`config.mk`:
```
export PLATFORM = sky130hd
export DESIGN_NAME = rxar_top
export DESIGN_NICKNAME = d
export VERILOG_FILES = /design/src/hw/rxar_pkg.sv /design/src/hw/rxar_sync.sv /design/src/hw/rxar_top.sv
export SDC_FILE = /design/constraint.sdc
export NUM_CORES = 1
export LEC_CHECK = 0
export ABC_AREA = 1
export ABC_CLOCK_PERIOD_IN_PS = 1800
export BUFFER_PORTS_ARGS = -buffer_cell sky130_fd_sc_hd__buf_2
export CAP_MARGIN = 15
export CORE_UTILIZATION = 35
export DETAILED_ROUTE_END_ITERATION = 10
export GPL_ROUTABILITY_DRIVEN = 1
export GPL_TIMING_DRIVEN = 1
export HOLD_SLACK_MARGIN = 0.02
export PLACE_DENSITY_LB_ADDON = 0.15
export SLEW_MARGIN = 20
export SYNTH_ARGS = -nofsm -noshare
export SYNTH_HDL_FRONTEND = slang
export SYNTH_SLANG_ARGS = --single-unit
```
`constraint.sdc`:
```
create_clock -name ref_clk -period 1.8 [get_ports ref_clk]
set_input_delay 0.36 -clock ref_clk [delete_from_list [all_inputs] [get_ports ref_clk]]
set_output_delay 0.36 -clock ref_clk [all_outputs]
set_load 0.02 [all_outputs]
```
`src/hw/rxar_pkg.sv`:
```
// Shared constants and types for the receive alarm reporting block.
package rxar_pkg;

   // ----------------------------------------------------------------
   // Register offsets
   // ----------------------------------------------------------------
   localparam logic [7:0] OFS_CTRL = 8'h00;
   localparam logic [7:0] OFS_STATUS = 8'h01;
   localparam logic [7:0] OFS_STATUS_BURST = 8'h02;
   localparam logic [7:0] OFS_MASK = 8'h03;
   localparam logic [7:0] OFS_VIOL_COUNT = 8'h04;
   localparam logic [7:0] OFS_ERR_COUNT = 8'h05;

   // ----------------------------------------------------------------
   // Control register fields
   // ----------------------------------------------------------------
   localparam int CTRL_CMD_RESYNC = 0;
   localparam int CTRL_NO_AUTO_RESYNC = 1;
   localparam int CTRL_SF_ALL_FBITS = 3;
   localparam int CTRL_EXT_MODE = 4;

   // ----------------------------------------------------------------
   // Status and mask fields
   // ----------------------------------------------------------------
   localparam int ST_VIOL_SAT = 7;
   localparam int ST_ERR_SAT = 6;
   localparam int ST_REMOTE = 5;
   localparam int ST_CARRIER = 4;
   localparam int ST_FRAME_ERR = 3;
   localparam int ST_ZERO_SUB = 2;
   localparam int ST_ALL_ONES = 1;
   localparam int ST_SYNC_LOSS = 0;
   localparam int ST_DIRECT_W = 6;

   // ----------------------------------------------------------------
   // Error count register fields
   // ----------------------------------------------------------------
   localparam int ECR_FL_LSB = 4;
   localparam int ECR_SF_LSB = 0;
   localparam int ECR_FIELD_W = 4;

   // ----------------------------------------------------------------
   // Reset values and limits
   // ----------------------------------------------------------------
   localparam logic [7:0] RST_CTRL = 8'h00;
   localparam logic [7:0] RST_MASK = 8'h00;
   localparam logic [7:0] RST_STATUS = 8'h00;
   localparam logic [7:0] RST_VIOL_COUNT = 8'h00;
   localparam logic [3:0] RST_NIBBLE = 4'h0;
   localparam logic RST_SYNC_LOSS = 1'b1;
   localparam logic [7:0] VIOL_FULL = 8'hff;
   localparam logic [7:0] VIOL_LAST = 8'hfe;
   localparam logic [3:0] NIBBLE_FULL = 4'hf;
   localparam logic [3:0] NIBBLE_LAST = 4'he;
   localparam int OOF_WINDOW = 4;
   localparam logic [2:0] OOF_LIMIT = 3'h2;

   // ----------------------------------------------------------------
   // Line-side inputs, all timed by the line clock
   // ----------------------------------------------------------------
   typedef struct packed {
      logic bipolar_viol;
      logic rx_carrier_loss;
      logic rx_remote_alarm;
      logic zero_sub_detect;
      logic rx_all_ones_alarm;
      logic fbit_valid;
      logic fbit_err;
      logic fbit_is_fs;
      logic crc_err;
      logic sig_bit;
      logic chan_lsb;
      logic sync_found;
   } rxar_line_type;

endpackage

```
`src/hw/rxar_sync.sv`:
```
// Three-stage input synchroniser with agreement filter, one lane per bit.
`timescale 1ns/1ps
module rxar_sync #(
   parameter int WIDTH = 1
) (
   // Clock and reset
   input wire logic ref_clk,
   input wire logic rst_n,
   // Asynchronous inputs and filtered outputs
   input wire logic [WIDTH-1:0] async_in,
   output logic [WIDTH-1:0] sync_out
);

   genvar i;
   generate
      for (i = 0; i < WIDTH; i++) begin : g_lane
         logic s1_r;
         logic s2_r;
         logic s3_r;
         logic flt_r;
         logic flt_nxt;
         always_comb begin
            flt_nxt = flt_r;
            if (s2_r == s3_r) begin
               flt_nxt = s3_r;
            end
         end
         always_ff @(posedge ref_clk) begin
            if (!rst_n) begin
               s1_r <= 1'b0;
               s2_r <= 1'b0;
               s3_r <= 1'b0;
               flt_r <= 1'b0;
            end else begin
               s1_r <= async_in[i];
               s2_r <= s1_r;
               s3_r <= s2_r;
               flt_r <= flt_nxt;
            end
         end
         assign sync_out[i] = flt_r;
      end
   endgenerate

endmodule

```
`src/hw/rxar_top.sv`:
```
// Receive alarm reporting: interrupt mask, alarm status, error counters, sync loss.
//
// How it works
// - Signaling bit shown every channel time
// - Alarms on pins plus registered interrupt
// - Direct and count-overflow interrupt sources
// - Mask bit one enables, zero masks
// - Clearing mask bit clears pending interrupt
// - Status read clears direct unless present
// - Overflow clears by non-full preset or by clearing its mask bit
// - Burst status read clears nothing
// - Presettable counters; saturated event sets status
// - Out-of-frame: two of four bits wrong
// - Out-of-frame increments frame-loss counter
// - Extended: out-of-frame or CRC counts superframe
// - Twelve-frame: control bit selects counted bits
// - Sync-loss high during resync, status latched
// - Auto-resync: sync-loss follows carrier/out-of-frame
// - Violation counter saturates at 255, interrupts
// - Host presets violation counter, always readable
// - Violation counter counts even during resync
// - Four-bit counters saturate at 15
// - Both four-bit counters share one register
// - Four-bit counters frozen during resync
// - Violation saturation sets status bit
// - Auto-resync: sync-loss rises on carrier loss or out-of-frame
//
// Design decisions made here: the register addresses and the plain strobed port.
`timescale 1ns/1ps
module rxar_top (
   // Clock and reset
   input wire logic ref_clk,
   input wire logic rst_n,
   // Register port
   input wire logic [7:0] reg_addr,
   input wire logic [7:0] reg_wdata,
   input wire logic reg_wr,
   input wire logic reg_rd,
   output logic [7:0] reg_rdata,
   // Line side
   input wire logic rx_line_clk,
   input wire rxar_pkg::rxar_line_type line_in,
   // Alarm and signaling outputs
   output logic rx_sync_loss,
   output logic rx_signaling_bits,
   output logic irq
);

   localparam int LINE_W = $bits(rxar_pkg::rxar_line_type);

   // ----------------------------------------------------------------
   // Input synchronisation and line clock edge
   // ----------------------------------------------------------------
   logic [LINE_W:0] sync_q;
   rxar_pkg::rxar_line_type ln;
   logic clk_prev_r;
   logic clk_prev_nxt;
   logic tick;

   rxar_sync #(
      .WIDTH(LINE_W + 1)
   ) u_sync (
      .ref_clk(ref_clk),
      .rst_n(rst_n),
      .async_in({rx_line_clk, line_in}),
      .sync_out(sync_q)
   );

   assign ln = rxar_pkg::rxar_line_type'(sync_q[LINE_W-1:0]);
   assign clk_prev_nxt = sync_q[LINE_W];
   assign tick = sync_q[LINE_W] & ~clk_prev_r;

   // ----------------------------------------------------------------
   // Register port decode
   // ----------------------------------------------------------------
   logic wr_ctrl;
   logic wr_mask;
   logic wr_viol;
   logic wr_err;
   logic rd_status;
   logic rd_burst;

   assign wr_ctrl = reg_wr & (reg_addr == rxar_pkg::OFS_CTRL);
   assign wr_mask = reg_wr & (reg_addr == rxar_pkg::OFS_MASK);
   assign wr_viol = reg_wr & (reg_addr == rxar_pkg::OFS_VIOL_COUNT);
   assign wr_err = reg_wr & (reg_addr == rxar_pkg::OFS_ERR_COUNT);
   assign rd_status = reg_rd & (reg_addr == rxar_pkg::OFS_STATUS);
   assign rd_burst = reg_rd & (reg_addr == rxar_pkg::OFS_STATUS_BURST);

   // ----------------------------------------------------------------
   // State declarations
   // ----------------------------------------------------------------
   logic [7:0] ctrl_r;
   logic [7:0] ctrl_nxt;
   logic [7:0] mask_r;
   logic [7:0] mask_nxt;
   logic [7:0] status_r;
   logic [7:0] status_nxt;
   logic [7:0] viol_r;
   logic [7:0] viol_nxt;
   logic [3:0] fl_r;
   logic [3:0] fl_nxt;
   logic [3:0] sf_r;
   logic [3:0] sf_nxt;
   logic [rxar_pkg::OOF_WINDOW-1:0] hist_r;
   logic [rxar_pkg::OOF_WINDOW-1:0] hist_nxt;
   logic sync_loss_r;
   logic sync_loss_nxt;
   logic sig_r;
   logic sig_nxt;
   logic irq_r;
   logic irq_nxt;
   logic [7:0] rdata_r;
   logic [7:0] rdata_nxt;

   // ----------------------------------------------------------------
   // Framing bit test and out-of-frame detection
   // ----------------------------------------------------------------
   function automatic logic [2:0] count_ones(input logic [rxar_pkg::OOF_WINDOW-1:0] v);
      logic [2:0] n;
      n = 3'h0;
      for (int k = 0; k < rxar_pkg::OOF_WINDOW; k++) begin
         n = n + {2'b00, v[k]};
      end
      return n;
   endfunction

   logic ext_mode;
   logic tested;
   logic [rxar_pkg::OOF_WINDOW-1:0] hist_shift;
   logic oof_evt;
   logic framing_bit_error_evt;

   assign ext_mode = ctrl_r[rxar_pkg::CTRL_EXT_MODE];
   assign tested = tick & ln.fbit_valid & (ext_mode | ~ln.fbit_is_fs);
   assign hist_shift = {hist_r[rxar_pkg::OOF_WINDOW-2:0], ln.fbit_err};
   assign oof_evt = tested & ~sync_loss_r & (count_ones(hist_shift) >= rxar_pkg::OOF_LIMIT);
   assign framing_bit_error_evt = tested & ln.fbit_err;

   always_comb begin
      hist_nxt = hist_r;
      sig_nxt = sig_r;
      if (sync_loss_r || oof_evt) begin
         hist_nxt = '0;
      end else if (tested) begin
         hist_nxt = hist_shift;
      end
      if (tick && ln.chan_lsb) begin
         sig_nxt = ln.sig_bit;
      end
   end

   // ----------------------------------------------------------------
   // Sync loss indication
   // ----------------------------------------------------------------
   logic cmd_resync;
   assign cmd_resync = wr_ctrl & reg_wdata[rxar_pkg::CTRL_CMD_RESYNC]
      & ~ctrl_r[rxar_pkg::CTRL_CMD_RESYNC];

   always_comb begin
      sync_loss_nxt = sync_loss_r;
      if (tick && ln.sync_found) begin
         sync_loss_nxt = 1'b0;
      end
      if (!ctrl_r[rxar_pkg::CTRL_NO_AUTO_RESYNC] && (oof_evt || ln.rx_carrier_loss)) begin
         sync_loss_nxt = 1'b1;
      end
      if (cmd_resync) begin
         sync_loss_nxt = 1'b1;
      end
   end

   // ----------------------------------------------------------------
   // Error counters
   // ----------------------------------------------------------------
   logic viol_evt;
   logic fl_evt;
   logic sf_evt;
   logic sf_fbit;

   assign viol_evt = tick & ln.bipolar_viol;
   assign fl_evt = oof_evt & ~sync_loss_r;
   assign sf_fbit = tick & ln.fbit_valid & ln.fbit_err
      & (~ln.fbit_is_fs | ctrl_r[rxar_pkg::CTRL_SF_ALL_FBITS]);
   assign sf_evt = ~sync_loss_r
      & (ext_mode ? (oof_evt | (tick & ln.crc_err)) : sf_fbit);

   always_comb begin
      viol_nxt = viol_r;
      fl_nxt = fl_r;
      sf_nxt = sf_r;
      if (wr_viol) begin
         viol_nxt = reg_wdata;
      end else if (viol_evt && viol_r != rxar_pkg::VIOL_FULL) begin
         viol_nxt = viol_r + 8'h01;
      end
      if (wr_err) begin
         fl_nxt = reg_wdata[rxar_pkg::ECR_FL_LSB +: rxar_pkg::ECR_FIELD_W];
         sf_nxt = reg_wdata[rxar_pkg::ECR_SF_LSB +: rxar_pkg::ECR_FIELD_W];
      end else begin
         if (fl_evt && fl_r != rxar_pkg::NIBBLE_FULL) begin
            fl_nxt = fl_r + 4'h1;
         end
         if (sf_evt && sf_r != rxar_pkg::NIBBLE_FULL) begin
            sf_nxt = sf_r + 4'h1;
         end
      end
   end

   // ----------------------------------------------------------------
   // Control, mask, status and interrupt
   // ----------------------------------------------------------------
   logic [rxar_pkg::ST_DIRECT_W-1:0] cond;
   logic viol_sat_set;
   logic err_sat_set;
   logic viol_sat_clr;
   logic err_sat_clr;

   assign cond = {ln.rx_remote_alarm, ln.rx_carrier_loss, framing_bit_error_evt,
                  ln.zero_sub_detect, ln.rx_all_ones_alarm, sync_loss_r};
   assign viol_sat_set = viol_evt & ~wr_viol
      & ((viol_r == rxar_pkg::VIOL_FULL) | (viol_r == rxar_pkg::VIOL_LAST));
   assign err_sat_set = ~wr_err
      & ((fl_evt & ((fl_r == rxar_pkg::NIBBLE_FULL) | (fl_r == rxar_pkg::NIBBLE_LAST)))
      | (sf_evt & ((sf_r == rxar_pkg::NIBBLE_FULL) | (sf_r == rxar_pkg::NIBBLE_LAST))));
   assign viol_sat_clr = wr_viol & (reg_wdata != rxar_pkg::VIOL_FULL);
   assign err_sat_clr = wr_err
      & (reg_wdata[rxar_pkg::ECR_FL_LSB +: rxar_pkg::ECR_FIELD_W] != rxar_pkg::NIBBLE_FULL)
      & (reg_wdata[rxar_pkg::ECR_SF_LSB +: rxar_pkg::ECR_FIELD_W] != rxar_pkg::NIBBLE_FULL);

   always_comb begin
      ctrl_nxt = wr_ctrl ? reg_wdata : ctrl_r;
      mask_nxt = wr_mask ? reg_wdata : mask_r;
      status_nxt = status_r;
      if (rd_status) begin
         status_nxt[rxar_pkg::ST_DIRECT_W-1:0] = '0;
      end
      status_nxt[rxar_pkg::ST_DIRECT_W-1:0] = status_nxt[rxar_pkg::ST_DIRECT_W-1:0] | cond;
      if (viol_sat_clr) begin
         status_nxt[rxar_pkg::ST_VIOL_SAT] = 1'b0;
      end
      if (err_sat_clr) begin
         status_nxt[rxar_pkg::ST_ERR_SAT] = 1'b0;
      end
      if (viol_sat_set) begin
         status_nxt[rxar_pkg::ST_VIOL_SAT] = 1'b1;
      end
      if (err_sat_set) begin
         status_nxt[rxar_pkg::ST_ERR_SAT] = 1'b1;
      end
      if (wr_mask) begin
         status_nxt = status_nxt & reg_wdata;
      end
      irq_nxt = |(status_nxt & mask_nxt);
   end

   // ----------------------------------------------------------------
   // Read data, one cycle after the strobe
   // ----------------------------------------------------------------
   always_comb begin
      rdata_nxt = 8'h00;
      if (reg_rd) begin
         unique case (reg_addr)
            rxar_pkg::OFS_CTRL: rdata_nxt = ctrl_r;
            rxar_pkg::OFS_STATUS: rdata_nxt = status_r;
            rxar_pkg::OFS_STATUS_BURST: rdata_nxt = status_r;
            rxar_pkg::OFS_MASK: rdata_nxt = mask_r;
            rxar_pkg::OFS_VIOL_COUNT: rdata_nxt = viol_r;
            rxar_pkg::OFS_ERR_COUNT: rdata_nxt = {fl_r, sf_r};
            default: rdata_nxt = 8'h00;
         endcase
      end
   end

   // ----------------------------------------------------------------
   // State registers
   // ----------------------------------------------------------------
   always_ff @(posedge ref_clk) begin
      if (!rst_n) begin
         clk_prev_r <= 1'b0;
         ctrl_r <= rxar_pkg::RST_CTRL;
         mask_r <= rxar_pkg::RST_MASK;
         status_r <= rxar_pkg::RST_STATUS;
         viol_r <= rxar_pkg::RST_VIOL_COUNT;
         fl_r <= rxar_pkg::RST_NIBBLE;
         sf_r <= rxar_pkg::RST_NIBBLE;
         hist_r <= '0;
         sync_loss_r <= rxar_pkg::RST_SYNC_LOSS;
         sig_r <= 1'b0;
         irq_r <= 1'b0;
         rdata_r <= 8'h00;
      end else begin
         clk_prev_r <= clk_prev_nxt;
         ctrl_r <= ctrl_nxt;
         mask_r <= mask_nxt;
         status_r <= status_nxt;
         viol_r <= viol_nxt;
         fl_r <= fl_nxt;
         sf_r <= sf_nxt;
         hist_r <= hist_nxt;
         sync_loss_r <= sync_loss_nxt;
         sig_r <= sig_nxt;
         irq_r <= irq_nxt;
         rdata_r <= rdata_nxt;
      end
   end

   assign reg_rdata = rdata_r;
   assign rx_sync_loss = sync_loss_r;
   assign rx_signaling_bits = sig_r;
   assign irq = irq_r;
endmodule

```
# ---- After elaboration in Yosys (flattened, before gate mapping)
# Cells that the tools add are included.
dict set report word_totals {
  wordCells 178
  in_bits 33
  output_inout_bits 11
  ff_bits 107
}
dict set report classes {
  addsub 6
  reduce_logical 18
  bitwise 44
  eq_ne 30
  magnitude_cmp 1
  n_mux 15
}
# cell count
set op_table {}
lappend op_table {{$pmux 8 s5} 1}
lappend op_table {{$mux 8} 4}
lappend op_table {{$and 1x1->1} 27}
lappend op_table {{$and 8x8->8} 2}
lappend op_table {{$eq 4x4->1 const B} 4}
lappend op_table {{$eq 8x2->1 const B} 2}
lappend op_table {{$eq 8x3->1 const B} 2}
lappend op_table {{$eq 8x8->1 const B} 2}
lappend op_table {{$mux 4} 4}
lappend op_table {{$ne 4x4->1 const B} 4}
lappend op_table {{$ne 8x8->1 const B} 2}
lappend op_table {{$eq 1x1->1} 13}
lappend op_table {{$add 4x1->4 const B} 2}
lappend op_table {{$add 8x1->8 const B} 1}
lappend op_table {{$eq 8x1->1 const B} 1}
lappend op_table {{$logic_not 8->1} 1}
lappend op_table {{$reduce_or 8->1} 1}
lappend op_table {{$not 1->1} 7}
lappend op_table {{$or 1x1->1} 7}
lappend op_table {{$logic_and 1x1->1} 6}
lappend op_table {{$mux 6} 1}
lappend op_table {{$or 6x6->6} 1}
lappend op_table {{$reduce_bool 2->1} 3}
lappend op_table {{$mux 1} 5}
lappend op_table {{9 further kinds} 11}

# ---- Longest topological paths before layout
dict set report logic_depth {
  depth_word 17
  depth_mapped 14
  depth_no_buf 13
}

# ---- Modules after synthesis
# A second synthesis with hierarchy kept.
dict set report hier_totals {
  cells_unflattened 629
  hier_area_um2 4807.1
}
# module area_each_um2 n_inst seq_area_each_um2 cells_each
set by_module_without_submodules {}
lappend by_module_without_submodules {rxar_top 3057.9 1 1101.1 441}
lappend by_module_without_submodules {rxar_sync 1749.2 1 1041.0 188}

# ---- Least setup slack after synthesis
# Ideal clock, no wire load.
dict set report synth_timing {
  path_type {reg2reg}
  startpoint {reg hist_r[0] (netlist bit)}
  endpoint {reg fl_r[1]}
  setup_ns 0.133
  path_buffers 0
  path_slack_ns 0.198
  arrival_time_ns 1.469
  stages_incl_launch_ff 10
  required_ns 1.667
  cell_sequence {dfxtp_1 fa_1 a21o_1 nand2_2 nor2_4 nand2_2 nand2_1 inv_1 nand2_1 a21oi_2}
}
dict set report synth_via {
  elab_chain_len 8
}
# element line_no
set synth_rtl {}
lappend synth_rtl {{start: declaration} rxar_top.sv:105} ;# logic [rxar_pkg::OOF_WINDOW-1:0] hist_r;
lappend synth_rtl {{start signal: assignment} rxar_top.sv:300} ;# hist_r <= hist_nxt;
lappend synth_rtl {{$add 1x1->2} rxar_top.sv:123} ;# n = n + {2'b00, v[k]};
lappend synth_rtl {{$add 2x1->3} rxar_top.sv:123}
lappend synth_rtl {{$add 3x1->3} rxar_top.sv:123}
lappend synth_rtl {{$ge 3x2->1} rxar_top.sv:137} ;# assign oof_evt = tested & ~sync_loss_r & (count_ones(hist_shift) >= rxar_pkg::OOF_LIMIT);
lappend synth_rtl {{$and 1x1->1} rxar_top.sv:137}
lappend synth_rtl {{$and 1x1->1} rxar_top.sv:182} ;# assign fl_evt = oof_evt & ~sync_loss_r;
lappend synth_rtl {{$logic_and 1x1->1} rxar_top.sv:201} ;# if (fl_evt && fl_r != rxar_pkg::NIBBLE_FULL) begin
lappend synth_rtl {{$reduce_bool 2->1 (no source line)} n/a}
lappend synth_rtl {{end signal: assignment} rxar_top.sv:285} ;# fl_r <= rxar_pkg::RST_NIBBLE;
lappend synth_rtl {{end signal: assignment} rxar_top.sv:298} ;# fl_r <= fl_nxt;
lappend synth_rtl {{end: declaration} rxar_top.sv:101} ;# logic [3:0] fl_r;
# Every way passes these cells.
# A chain may end at the register's enable or synchronous reset.

# ---- Worst setup path in the final report
dict set report layout_timing {
  startpoint {reg hist_r[0] (netlist bit)}
  endpoint {reg fl_r[2]}
}
# Same word-level chain as after synthesis.

==> results.json <==
{
  "outcome": "completed",
  "fp.dieW_um": 117,
  "rsz0062_at_grt": "true",
  "grt_overflow": 0,
  "grt_pass1_wl_mm": 18.0,
  "cp-end-kind": "register",
  "met1_usage": 0.221,
  "clk_pin_slew_ns": 0.07,
  "grt.busiest_layer": "met2",
  "gp_congestion": 0.914,
  "grt_usage": 0.174,
  "seq_area_frac_synth": 0.461,
  "timing.critical_path.buf_inv": 1,
  "min_period_over_period": 0.964,
  "syn_area_um2": 4650,
  "fmax_ghz": 0.577,
  "clkSinkCount": 107,
  "start_util": 0.364,
  "routed_wl_mm": 11.0,
  "mostFrequentLayoutCells": "135 x nand2_1, 104 x dfxtp_1, 92 x inv_1",
  "area_growth_syn_to_layout_pct": 16.6,
  "htree_levels": 3,
  "hp-class": "in2reg",
  "routed-via-count": 3895,
  "drv_slew": 0,
  "synth_cell_types": 39,
  "arrival_ns": 1.98,
  "antenna_found_initial": 0,
  "cts_setup_buffers": 0,
  "gr-usage-met3": 0.0386,
  "start_kind": "register",
  "synth_nets": 653,
  "relSlewSlack": 0.730,
  "grt_pass1_vias": 3661,
  "maxCapViolCount": 0,
  "dpl.cell_count": 828,
  "cp.required_ns": 2.05,
  "first_pass_iters": 4,
  "port_buffers": 43,
  "p_per_area_nw_per_um2": 834,
  "crit_path_frequent_cell": "nand2_2",
  "path_max_fanout": 5,
  "dpl_worst_slack_ns": 0.0605,
  "crit_path_cell_trace": "fa_1, a21o_1, nand2_2, nor2_4, nand2_2, nand2_2, nor2_1, o21ai_1, inv_1",
  "die-area_um2": 13800,
  "placementRows": 41,
  "clock_tree.buffer_depth": 2,
  "post-route-util": 0.424,
  "setup_violations": 0,
  "hold_violations": 0,
  "path_delay_family": "adder cells",
  "stdcell_count": 843,
  "coreArea_um2": 12800,
  "grt_start_max_net_pins": 69,
  "die_h_um": 117,
  "ir_worst_vdd_v": 0.000580,
  "tightest_slew_ns": 0.405,
  "multi_input_area_um2": 2060,
  "avgSynthCellArea_um2": 7.59,
  "synth-warning-count": 0,
  "io_pins": 44,
  "setup_slack_ns": 0.0656,
  "antennaDiodeCount": 0,
  "cts_resized": 0,
  "final_layout_size_suffix_gt1_frac": 0.179,
  "root_buffer": "clkbuf_16",
  "min_period_ns": 1.73,
  "grtUsageMet2": 0.287,
  "seqCellArea_um2": 2150,
  "slowest_delay_ns": 0.53,
  "ys_seq_elements": 107,
  "finalClockSkew_ns": 0.00734,
  "final_common_cell": "nand2_1",
  "critPathSlowestCell": "fa_1",
  "crit_type": "reg2reg",
  "cts_tree": "built",
  "cts_buffers": 9,
  "nets": 707,
  "dp_hpwl_mm": 8.25,
  "via_per_inst": 4.62,
  "cts-hold-fix-buffers": 0,
  "finalPower_mw": 4.52,
  "syn_inst": 613,
  "setup_tns_ns": 0,
  "leakagePower_nw": 2.58,
  "drc": 0,
  "initialDrtViolationCount": 202,
  "wire_per_inst_um": 13.1,
  "clk_latency_ns": 0.35,
  "nFillCells": 1327,
  "ant_nets": 0
}
-- report_power, final --
part	switching [mW]	total [mW]	internal, mW
sequential	0.0157	2.42	2.40
clock	0.932	1.90	0.964
combinational	0.132	0.205	0.0736
total	1.08	4.52	3.44
-- registers in the layout, indices dropped and copies added (netlist names), 13 cells and up --
| name | cells |
|---|---|
| u_sync.g_lane.s3_r | 13 |
| u_sync.g_lane.s1_r | 13 |
| u_sync.g_lane.flt_r | 13 |
| u_sync.g_lane.s2_r | 13 |
-- synth_stat cells (all sizes together) --
cell    count  area share
nor2       62       0.070
nand3b      1      0.0016
and2        2      0.0027
a211oi      3      0.0048
nor3        4      0.0043
o21bai      5      0.0081
inv        98       0.079
o21ai      50       0.054
buf         4      0.0089
nand3      29       0.032
a21o        1      0.0016
a21oi      42       0.048
xor2        9       0.017
ha          6       0.016
nand2     150        0.14
and3        1      0.0013
o22ai       9       0.012
or2         2      0.0027
nand4       4      0.0067
a31oi       7      0.0094
a31o        1      0.0019
fa          1      0.0043
dfxtp     107        0.46
clkbuf     10      0.0081
o211ai      3      0.0059
clkinv      2      0.0030
-- metal layers --
| layer | part of all wire | up-vias |
|---|---|---|
| met2 | 0.45 | 95 |
| met3 | 0.057 | 16 |
| met4 | 0.020 | 0 |
| li1 | - | 2046 |
| met5 | 0 | - |
| met1 | 0.47 | 1738 |
-- cell families (layout without fill, tap and decap cells) --
logic type / after synthesis / in the layout / synth area share
xor+xnor: 9 / 9 / 0.0170
simple gates: 255 / 255 / 0.258
compound gates: 121 / 121 / 0.145
fa+ha+maj: 7 / 7 / 0.0204
flops: 107 / 107 / 0.461
buf+inv: 114 / 172 / 0.0990
-- worst register-to-register path, cell delays in order (launching register included) --
cell	delay [ns]
dfxtp_2	0.34
fa_1	0.54
a21o_1	0.12
nand2_2	0.08
nor2_4	0.19
nand2_2	0.09
nand2_2	0.08
nor2_1	0.04
o21ai_1	0.11
inv_1	0.04
-- area by class of cell --
cell class,instances,area share
Clock buffer,9,0.0415
Clock inverter,6,0.0104
Inverter,100,0.0704
Multi-Input combinational cell,392,0.381
Sequential cell,107,0.396
Tap cell,172,0.0397
Timing Repair Buffer,57,0.0614
-- path summary, 6_finish.rpt --
check | from | end | slack (ns) | cells past startpoint
max | hist_r[0] | fl_r[2] | 0.07 | 9
min reg2reg | u_sync.g_lane[4].s1_r | u_sync.g_lane[4].s2_r | 0.41 | 2
min | line_in[6] | u_sync.g_lane[6].s1_r | 0.19 | 3
max reg2reg | hist_r[0] | fl_r[2] | 0.07 | 9
-- through the flow --
stage / area (µm²) / hold WS [ns]
final: 5420 / 0.191
after global routing: 5420 / 0.183
after CTS: 5400 / 0.177
after detailed placement: 5120 / 0.398
after global placement: 5120 / 0.396
after floorplan: 4650 / 0.390
(Power assumes the default switching activity.)
